$ cat src/inc/cbr_pkg.sv
package cbr_pkg;
  // ****************************************************************
  // register map
  // ****************************************************************
  localparam logic [31:0] refresh_row_counter_addr = 32'hc00001f0;
  localparam logic [31:0] bus_control_addr = 32'hc00001f4;
  localparam logic [31:0] bus_status_addr = 32'hc00001f8;
  localparam logic [31:0] cycle_request_addr = 32'hc00001fc;
  localparam logic [15:0] refresh_row_reset = 16'h0000;
  localparam int ctl_stretch_bit = 0;
  localparam int ctl_req_lsb = 1;
  localparam int req_refresh_bit = 0;
  localparam int req_write_bit = 1;
  localparam int req_rmw_bit = 2;
  // ****************************************************************
  // bus field layout and codes
  // ****************************************************************
  localparam logic [3:0] refresh_status_code = 4'h3;
  localparam logic [11:0] refresh_mid_zero = 12'h000;
  localparam logic [1:0] axi_okay = 2'h0;
  localparam logic [1:0] axi_slverr = 2'h2;
  // ****************************************************************
  // timing: one local quarter-period is one enable pulse
  // ****************************************************************
  localparam int clk_period_ns = 8;
  localparam int quarter_ns = 16;
  localparam int quarter_cycles = (quarter_ns + clk_period_ns - 1) / clk_period_ns;
  localparam logic [3:0] stretch_quarters = 4'h2;
  localparam logic [3:0] ras_low_quarters = 4'h4;
  typedef enum logic [6:0] {
    st_idle = 7'b0000001,
    st_grant = 7'b0000010,
    st_cas_first = 7'b0000100,
    st_ras_low = 7'b0001000,
    st_ras_first = 7'b0010000,
    st_we_low = 7'b0100000,
    st_release = 7'b1000000
  } cyc_state_t;
endpackage : cbr_pkg

$ cat src/logic/cbr_refresh_and_bus_grant.sv
`timescale 1ns/1ps
module cbr_refresh_and_bus_grant (
  input wire logic aclk,
  input wire logic aresetn,
  input wire logic [31:0] s_axi_awaddr,
  input wire logic [2:0] s_axi_awprot,
  input wire logic s_axi_awvalid,
  output logic s_axi_awready,
  input wire logic [31:0] s_axi_wdata,
  input wire logic [3:0] s_axi_wstrb,
  input wire logic s_axi_wvalid,
  output logic s_axi_wready,
  output logic [1:0] s_axi_bresp,
  output logic s_axi_bvalid,
  input wire logic s_axi_bready,
  input wire logic [31:0] s_axi_araddr,
  input wire logic [2:0] s_axi_arprot,
  input wire logic s_axi_arvalid,
  output logic s_axi_arready,
  output logic [31:0] s_axi_rdata,
  output logic [1:0] s_axi_rresp,
  output logic s_axi_rvalid,
  input wire logic s_axi_rready,
  input wire logic bus_grant_in_n,
  output logic [31:0] local_addr_data_o,
  output logic local_addr_data_oe_n,
  output logic ras_n,
  output logic [3:0] column_strobes_n,
  output logic we_n,
  output logic bus_req_code0,
  output logic bus_req_code1,
  output logic local_clock_phase1,
  output logic local_clock_phase2
);
  // ****************************************************************
  // quarter-period divider and local clock phases
  // ****************************************************************
  logic [3:0] qdiv_ff;
  logic qtick;
  logic [1:0] quarter_ff;
  assign qtick = (qdiv_ff == 4'(cbr_pkg::quarter_cycles - 1));
  always_ff @(posedge aclk) begin
    if (!aresetn) begin
      qdiv_ff <= 4'h0;
    end else begin
      qdiv_ff <= qtick ? 4'h0 : qdiv_ff + 4'h1;
    end
  end
  always_ff @(posedge aclk) begin
    if (!aresetn) begin
      quarter_ff <= 2'h0;
    end else if (qtick) begin
      quarter_ff <= quarter_ff + 2'h1;
    end
  end
  // phase1 high in quarters 0-1, phase2 high in quarters 1-2
  always_ff @(posedge aclk) begin
    if (!aresetn) begin
      local_clock_phase1 <= 1'b0;
      local_clock_phase2 <= 1'b0;
    end else if (qtick) begin
      local_clock_phase1 <= (quarter_ff == 2'h3) || (quarter_ff == 2'h0);
      local_clock_phase2 <= (quarter_ff == 2'h0) || (quarter_ff == 2'h1);
    end
  end
  logic q1_start, phase2_rise;
  assign q1_start = qtick && (quarter_ff == 2'h3);
  assign phase2_rise = qtick && (quarter_ff == 2'h0);
  // ****************************************************************
  // grant pin synchroniser
  // ****************************************************************
  logic [2:0] grant_sync_ff;
  logic grant_low_ff;
  always_ff @(posedge aclk) begin
    if (!aresetn) begin
      grant_sync_ff <= 3'b111;
      grant_low_ff <= 1'b0;
    end else begin
      grant_sync_ff <= {grant_sync_ff[1:0], bus_grant_in_n};
      if (grant_sync_ff[1] == grant_sync_ff[2]) grant_low_ff <= !grant_sync_ff[2];
    end
  end
  // ****************************************************************
  // registers
  // ****************************************************************
  logic [15:0] refresh_row_counter_ff;
  logic stretch_en_ff;
  logic [1:0] req_code_cfg_ff;
  logic [2:0] pend_ff;
  logic owned_ff;
  logic [31:0] awaddr_ff;
  logic [31:0] wdata_ff;
  logic aw_held_ff;
  logic w_held_ff;
  logic do_write, refresh_done;
  assign do_write = aw_held_ff && w_held_ff && !s_axi_bvalid;
  assign s_axi_awready = !aw_held_ff && !s_axi_bvalid;
  assign s_axi_wready = !w_held_ff && !s_axi_bvalid;
  always_ff @(posedge aclk) begin
    if (!aresetn) begin
      aw_held_ff <= 1'b0;
      w_held_ff <= 1'b0;
      awaddr_ff <= 32'h0;
      wdata_ff <= 32'h0;
    end else begin
      if (s_axi_awvalid && s_axi_awready) begin
        aw_held_ff <= 1'b1;
        awaddr_ff <= s_axi_awaddr;
      end else if (do_write) begin
        aw_held_ff <= 1'b0;
      end
      if (s_axi_wvalid && s_axi_wready) begin
        w_held_ff <= 1'b1;
        wdata_ff <= s_axi_wdata;
      end else if (do_write) begin
        w_held_ff <= 1'b0;
      end
    end
  end
  logic wr_known;
  assign wr_known = (awaddr_ff == cbr_pkg::refresh_row_counter_addr) ||
                    (awaddr_ff == cbr_pkg::bus_control_addr) ||
                    (awaddr_ff == cbr_pkg::cycle_request_addr);
  always_ff @(posedge aclk) begin
    if (!aresetn) begin
      s_axi_bvalid <= 1'b0;
      s_axi_bresp <= cbr_pkg::axi_okay;
    end else if (do_write) begin
      s_axi_bvalid <= 1'b1;
      s_axi_bresp <= wr_known ? cbr_pkg::axi_okay : cbr_pkg::axi_slverr;
    end else if (s_axi_bready) begin
      s_axi_bvalid <= 1'b0;
    end
  end
  always_ff @(posedge aclk) begin
    if (!aresetn) begin
      stretch_en_ff <= 1'b0;
      req_code_cfg_ff <= 2'h3;
    end else if (do_write && awaddr_ff == cbr_pkg::bus_control_addr && s_axi_wstrb[0]) begin
      stretch_en_ff <= wdata_ff[cbr_pkg::ctl_stretch_bit];
      req_code_cfg_ff <= wdata_ff[cbr_pkg::ctl_req_lsb +: 2];
    end
  end
  // counter advances after each refresh; software write overrides
  always_ff @(posedge aclk) begin
    if (!aresetn) begin
      refresh_row_counter_ff <= cbr_pkg::refresh_row_reset;
    end else if (do_write && awaddr_ff == cbr_pkg::refresh_row_counter_addr) begin
      if (s_axi_wstrb[0]) refresh_row_counter_ff[7:0] <= wdata_ff[7:0];
      if (s_axi_wstrb[1]) refresh_row_counter_ff[15:8] <= wdata_ff[15:8];
    end else if (refresh_done) begin
      refresh_row_counter_ff <= refresh_row_counter_ff + 16'h1;
    end
  end
  // ****************************************************************
  // read channel
  // ****************************************************************
  assign s_axi_arready = !s_axi_rvalid;
  always_ff @(posedge aclk) begin
    if (!aresetn) begin
      s_axi_rvalid <= 1'b0;
      s_axi_rdata <= 32'h0;
      s_axi_rresp <= cbr_pkg::axi_okay;
    end else if (s_axi_arvalid && s_axi_arready) begin
      s_axi_rvalid <= 1'b1;
      s_axi_rresp <= cbr_pkg::axi_okay;
      case (s_axi_araddr)
        cbr_pkg::refresh_row_counter_addr: s_axi_rdata <= {16'h0, refresh_row_counter_ff};
        cbr_pkg::bus_control_addr: s_axi_rdata <= {29'h0, req_code_cfg_ff, stretch_en_ff};
        cbr_pkg::bus_status_addr: s_axi_rdata <= {28'h0, owned_ff, pend_ff};
        cbr_pkg::cycle_request_addr: s_axi_rdata <= {29'h0, pend_ff};
        default: begin
          s_axi_rdata <= 32'h0;
          s_axi_rresp <= cbr_pkg::axi_slverr;
        end
      endcase
    end else if (s_axi_rready) begin
      s_axi_rvalid <= 1'b0;
    end
  end
  // ****************************************************************
  // request codes
  // ****************************************************************
  always_ff @(posedge aclk) begin
    if (!aresetn) begin
      bus_req_code0 <= 1'b1;
      bus_req_code1 <= 1'b1;
    end else if (phase2_rise) begin
      bus_req_code0 <= (pend_ff != 3'h0) ? req_code_cfg_ff[0] : 1'b1;
      bus_req_code1 <= (pend_ff != 3'h0) ? req_code_cfg_ff[1] : 1'b1;
    end
  end
  // ****************************************************************
  // cycle sequencer
  // ****************************************************************
  cbr_pkg::cyc_state_t state_ff;
  logic [3:0] qcnt_ff;
  logic [2:0] kind_ff;
  logic set_done;
  assign refresh_done = set_done && kind_ff[cbr_pkg::req_refresh_bit];
  // set wins over the clear when the cycle that ends is re-requested
  always_ff @(posedge aclk) begin
    if (!aresetn) begin
      pend_ff <= 3'h0;
    end else begin
      pend_ff <= (pend_ff & ~(set_done ? kind_ff : 3'h0)) |
                 ((do_write && awaddr_ff == cbr_pkg::cycle_request_addr) ? wdata_ff[2:0] : 3'h0);
    end
  end
  logic [3:0] ras_len;
  assign ras_len = cbr_pkg::ras_low_quarters +
                   ((stretch_en_ff && kind_ff[cbr_pkg::req_rmw_bit]) ? cbr_pkg::stretch_quarters : 4'h0);
  assign set_done = qtick && (state_ff == cbr_pkg::st_release);
  always_ff @(posedge aclk) begin
    if (!aresetn) begin
      state_ff <= cbr_pkg::st_idle;
      qcnt_ff <= 4'h0;
      kind_ff <= 3'h0;
      owned_ff <= 1'b0;
      ras_n <= 1'b1;
      column_strobes_n <= 4'hf;
      we_n <= 1'b1;
      local_addr_data_o <= 32'h0;
      local_addr_data_oe_n <= 1'b1;
    end else if (qtick) begin
      case (state_ff)
        cbr_pkg::st_idle: begin
          if (pend_ff != 3'h0) begin
            kind_ff <= pend_ff[0] ? 3'h1 : (pend_ff[1] ? 3'h2 : 3'h4);
            state_ff <= cbr_pkg::st_grant;
          end
        end
        cbr_pkg::st_grant: begin
          if (q1_start && grant_low_ff) begin
            owned_ff <= 1'b1;
            local_addr_data_oe_n <= 1'b0;
            if (kind_ff[cbr_pkg::req_refresh_bit]) begin
              local_addr_data_o <= {refresh_row_counter_ff,
                                    cbr_pkg::refresh_mid_zero,
                                    cbr_pkg::refresh_status_code};
              column_strobes_n <= 4'h0;
              state_ff <= cbr_pkg::st_cas_first;
            end else begin
              local_addr_data_o <= {refresh_row_counter_ff, 16'h0};
              ras_n <= 1'b0;
              qcnt_ff <= 4'h0;
              state_ff <= cbr_pkg::st_ras_first;
            end
          end
        end
        cbr_pkg::st_cas_first: begin
          ras_n <= 1'b0;
          qcnt_ff <= 4'h0;
          state_ff <= cbr_pkg::st_ras_low;
        end
        cbr_pkg::st_ras_first: begin
          qcnt_ff <= qcnt_ff + 4'h1;
          if (kind_ff[cbr_pkg::req_write_bit]) begin
            we_n <= 1'b0;
            state_ff <= cbr_pkg::st_we_low;
          end else begin
            column_strobes_n <= 4'h0;
            state_ff <= cbr_pkg::st_ras_low;
          end
        end
        cbr_pkg::st_we_low: begin
          qcnt_ff <= qcnt_ff + 4'h1;
          column_strobes_n <= 4'h0;
          state_ff <= cbr_pkg::st_ras_low;
        end
        cbr_pkg::st_ras_low: begin
          qcnt_ff <= qcnt_ff + 4'h1;
          if (qcnt_ff + 4'h1 >= ras_len) begin
            ras_n <= 1'b1;
            state_ff <= cbr_pkg::st_release;
          end
        end
        cbr_pkg::st_release: begin
          column_strobes_n <= 4'hf;
          we_n <= 1'b1;
          local_addr_data_oe_n <= 1'b1;
          owned_ff <= 1'b0;
          state_ff <= cbr_pkg::st_idle;
        end
        default: state_ff <= cbr_pkg::st_idle;
      endcase
    end
  end
endmodule : cbr_refresh_and_bus_grant

$ cat config.mk
export PLATFORM = sky130hd
export DESIGN_NAME = cbr_refresh_and_bus_grant
export DESIGN_NICKNAME = d
export VERILOG_FILES = /design/src/inc/cbr_pkg.sv /design/src/logic/cbr_refresh_and_bus_grant.sv
export SDC_FILE = /design/constraint.sdc
export NUM_CORES = 1
export LEC_CHECK = 0
export ABC_AREA = 1
export BUFFER_PORTS_ARGS = -buffer_cell sky130_fd_sc_hd__buf_2
export CAP_MARGIN = 20
export CORE_MARGIN = 5
export CORE_UTILIZATION = 29
export CTS_CLUSTER_DIAMETER = 40
export DETAILED_ROUTE_END_ITERATION = 8
export GPL_TIMING_DRIVEN = 0
export SLEW_MARGIN = 5
export SYNTH_ARGS = -nofsm -noshare
export SYNTH_HDL_FRONTEND = slang
export SYNTH_SLANG_ARGS = --single-unit
$ cat constraint.sdc
create_clock -name aclk -period 2.6 [get_ports aclk]
set_input_delay 0.39 -clock aclk [delete_from_list [all_inputs] [get_ports aclk]]
set_output_delay 0.39 -clock aclk [all_outputs]
set_load 0.05 [all_outputs]
==> run summary <==
outcome = finished clean
DR vias = 6,459
total gr overflow = 0
clock sinks = 142
Synth Register Bits = 142
initial antenna violation count = 0
initial cell density of the core = 29.6%
row cnt = 55
GP Congestion = 0.856
sw power = 1.46 mW
Total Routed Length = 19.2 mm
largest area contributor in the netlist = dfxtp_1
worst-margin pin slew = 0.728 ns
Resized cells post-CTS = 0
CTS Buffer Depth = 2
worst path bufs/invs = 2
post-synthesis adder-cell area fraction = 1.49%
die width = 162 um
Ports = 198
crit-path cells = ha_1 -> inv_1 -> ha_1 -> nand2_1 -> nand2_1 -> nand2_1 -> nand3_1 -> nand3_2 -> inv_2 -> nand2_1 -> a21oi_1
post-synthesis sequential area ratio = 42.3%
CTS tree = done
WP data arrival = 2.28 ns
Leakage = 4.02 nW
Fin Setup TNS = 0 ns
Synth Area in XOR/XNOR = 1.96%
Clk pwr share = 46.1%
Post-Route M1 WL = 9.39 mm
maximum fanout along the worst path = 8
Routed wire per std cell = 13.3 um
Worst Skew = 0.00726 ns
crit path time final = 1.92 ns
quantity of hold-fixing buffers added after cts = 0
max-cap violations = 0
crit-path max cell delay = 0.35 ns
Avg Cell Area, Syn = 6.98 sq um
# DRC = 0
Worst path top cell family by delay = simple AND/OR/NAND/NOR gates
Hold Path Class = primary input to flop
final net count = 1,274
pin count of the biggest net entering global routing = 17
Synth cell types = 37
first-pass GRT wire length = 31.4 mm
fill count = 2,458
Num CTS Buffers = 17
Root Driver = clkbuf_16
largest family of logic cells by synthesized area = simple AND/OR/NAND/NOR gates
Rel. slew slack = 51.5%
Vias/cell = 4.46
Setup Buffers After CTS = 0
final hold vios = 0
critical path required time = 2.95 ns
share of cells above drive strength 1 = 20.7%
max-slew violation count = 0
GR Util All Layers = 14.9%
Netlist Area Pre-Place = 0.00672 sq mm
PortBufs = 140
Final period util = 73.9%
wire length on met2 = 8.29 mm
die area = 0.0263 sq mm
Top Metal Used = met4
CP Capture Type = flop
number of H-tree levels = 4
Int Pwr = 4.11 mW
total core area = 0.0227 sq mm
Mapped Cells = 962
fmax = 0.521 GHz
Slowest cell on crit path = dfxtp_1
Sw Ratio = 26.3%
number of global-route vias before repair = 6,174
Post-DRT Antenna Nets = 0
yosys warns = 0
placed cells = 1,418
Diodes inserted = 0
mux cell area share after synthesis = 0%
post-synth top area share = 42.3%
Comb power frac = 11.9%
Max IR drop VDD = 0.403 mV
met3 routed WL = 1.18 mm
Setup CP Type = flop to flop
Clk Latency, worst-skew pair = 0.43 ns
top cells by area, synth = dfxtp_1, nand2_1, nor2_1, nand3_1, o21ai_0
HPWL after DPL = 15.1 mm
DR pass1 iterations = 5
pwr/cell area = 655 mW/mm^2
Layout Cells excl Fill = 1,449
Synth Area in Simple Gates = 31.1%
post-synthesis compound-gate area fraction = 12.2%
most used cell, CP = nand2_1
area growth from synthesis to layout = 26.6%
1st-iter DRT viols = 401
Seq pwr share = 42.0%
CP startpoint kind = flop
Final Setup Violations = 0
CTS clk-pin slew, worst paths = 0.06 ns
RSZ-0062 raised after global routing = no
die height = 162 um
cell usage after synthesis:
master    instances
a31oi_1           1
a211oi_1          1
o21ai_0          78
buf_4            39
nor2_1          178
ha_1              8
xnor2_1           1
or2_2             2
nor2_4            3
nand3b_1          1
inv_2             2
nor3_1           10
nor2_8            1
conb_1            1
clkinv_2          1
clkbuf_1         23
xor2_1           14
nor3_2            1
buf_6             1
o21a_1            1
nor4_1            3
nand3_4           1
nand2_2           3
nand2_4           2
buf_2             5
nand3_1          83
nand2_1         178
o211ai_1          4
nand3_2           3
buf_1             2
inv_4             1
clkinv_1          2
nor2_2            7
dfxtp_1         142
inv_1            75
a21oi_1          76
nand4_1           8
area by class of cell:
class	instances	area (sq um)	area share, %
Buffer	70	423	4.97
Inverter	81	308	3.62
Multi-Input combinational cell	700	3260	38.3
Timing Repair Buffer	140	701	8.24
Clock buffer	20	447	5.25
Tap cell	285	357	4.19
Sequential cell	142	2840	33.4
Clock inverter	11	165	1.94
cells in the final DEF (no fill, tap or decap), types with 2 or more instances in the layout:
cell type	instances
inv_2	2
buf_4	39
inv_1	75
dfxtp_1	142
o211ai_1	4
nand2_4	2
bufinv_16	4
clkinv_1	2
nor2_2	7
nand2_1	178
clkinv_2	5
o21ai_0	78
nor4_1	3
or2_2	2
xor2_1	14
clkbuf_1	25
nand3_2	3
nand2_2	3
nor2_4	3
nand3_1	83
nor2_1	178
buf_1	2
ha_1	8
buf_2	145
nand4_1	8
clkbuf_16	17
nor3_1	10
a21oi_1	76
conb_1	32
final timing paths:
path / to / startpoint / depth (start not counted) / slack, ns
worst min register to register: grant_low_ff$_SDFFE_PN0N_ / grant_sync_ff[2]$_SDFF_PN1_ / 1 / 0.40
worst max register to register: state_ff[2]$_SDFFE_PN0P_ / qcnt_ff[0]$_SDFFE_PN0P_ / 11 / 0.68
worst min-delay path: grant_sync_ff[0]$_SDFF_PN1_ / bus_grant_in_n / 2 / 0.17
worst max-delay path: state_ff[2]$_SDFFE_PN0P_ / qcnt_ff[0]$_SDFFE_PN0P_ / 11 / 0.68
flip-flops by register name, summed over array words and instances, names as in the netlist, 2 cells and up:
register and cells:
kind_ff 3, wdata_ff 16, refresh_row_counter_ff 16, s_axi_rdata 16, local_addr_data_o 17, awaddr_ff 32, req_code_cfg_ff 2, qdiv_ff 4
pend_ff 3, quarter_ff 2, qcnt_ff 4, grant_sync_ff 3, state_ff 7
layer usage:
| metal | global-route usage [%] | vias to the layer above |
|---|---|---|
| met5 | 0 | - |
| met4 | 5.07 | 0 |
| met3 | 3.53 | 26 |
| met2 | 23.0 | 208 |
| met1 | 20.3 | 2802 |
| li1 | - | 3423 |
per-stage QoR:
stage | power [mW] | setup slack [ns] | utilization [%] | instance area [sq um] | hold WS (ns)
after floorplan | 2.86 | 0.327 | - | 6830 | 0.383
after global placement | 3.05 | 0.491 | 34.7 | 7890 | 0.390
after detailed placement | 3.06 | 0.477 | 34.7 | 7890 | 0.399
after CTS | 5.62 | 0.676 | 37.4 | 8500 | 0.159
after global routing | 5.81 | 0.475 | 37.4 | 8500 | 0.167
final | 5.57 | 0.679 | 37.4 | 8500 | 0.165
power by group through the flow:
stage	Sequential [mW]	Clock (mW)	Combinational, mW
floorplan	2.42	0	0.439
CTS	2.34	2.61	0.673
global route	2.35	2.71	0.747
finish	2.34	2.57	0.665
detailed placement	2.39	0	0.670
global placement	2.38	0	0.665
worst reg2reg max path, cell delays in order, from the launching register on:
cell	delay (ns)
dfxtp_1	0.35
ha_1	0.31
inv_1	0.04
ha_1	0.26
nand2_1	0.05
nand2_1	0.06
nand2_1	0.05
nand3_1	0.13
nand3_2	0.20
inv_2	0.17
nand2_1	0.10
a21oi_1	0.13
logic make-up (layout without fill, tap and decap cells):
group,Yosys count,in the layout
compound gates,161,161
xor+xnor,15,15
fa+ha+maj,8,8
buf+inv,151,322
flops,142,142
other cells,1,32
simple gates,484,484
Power figures use the tool's default switching activity.
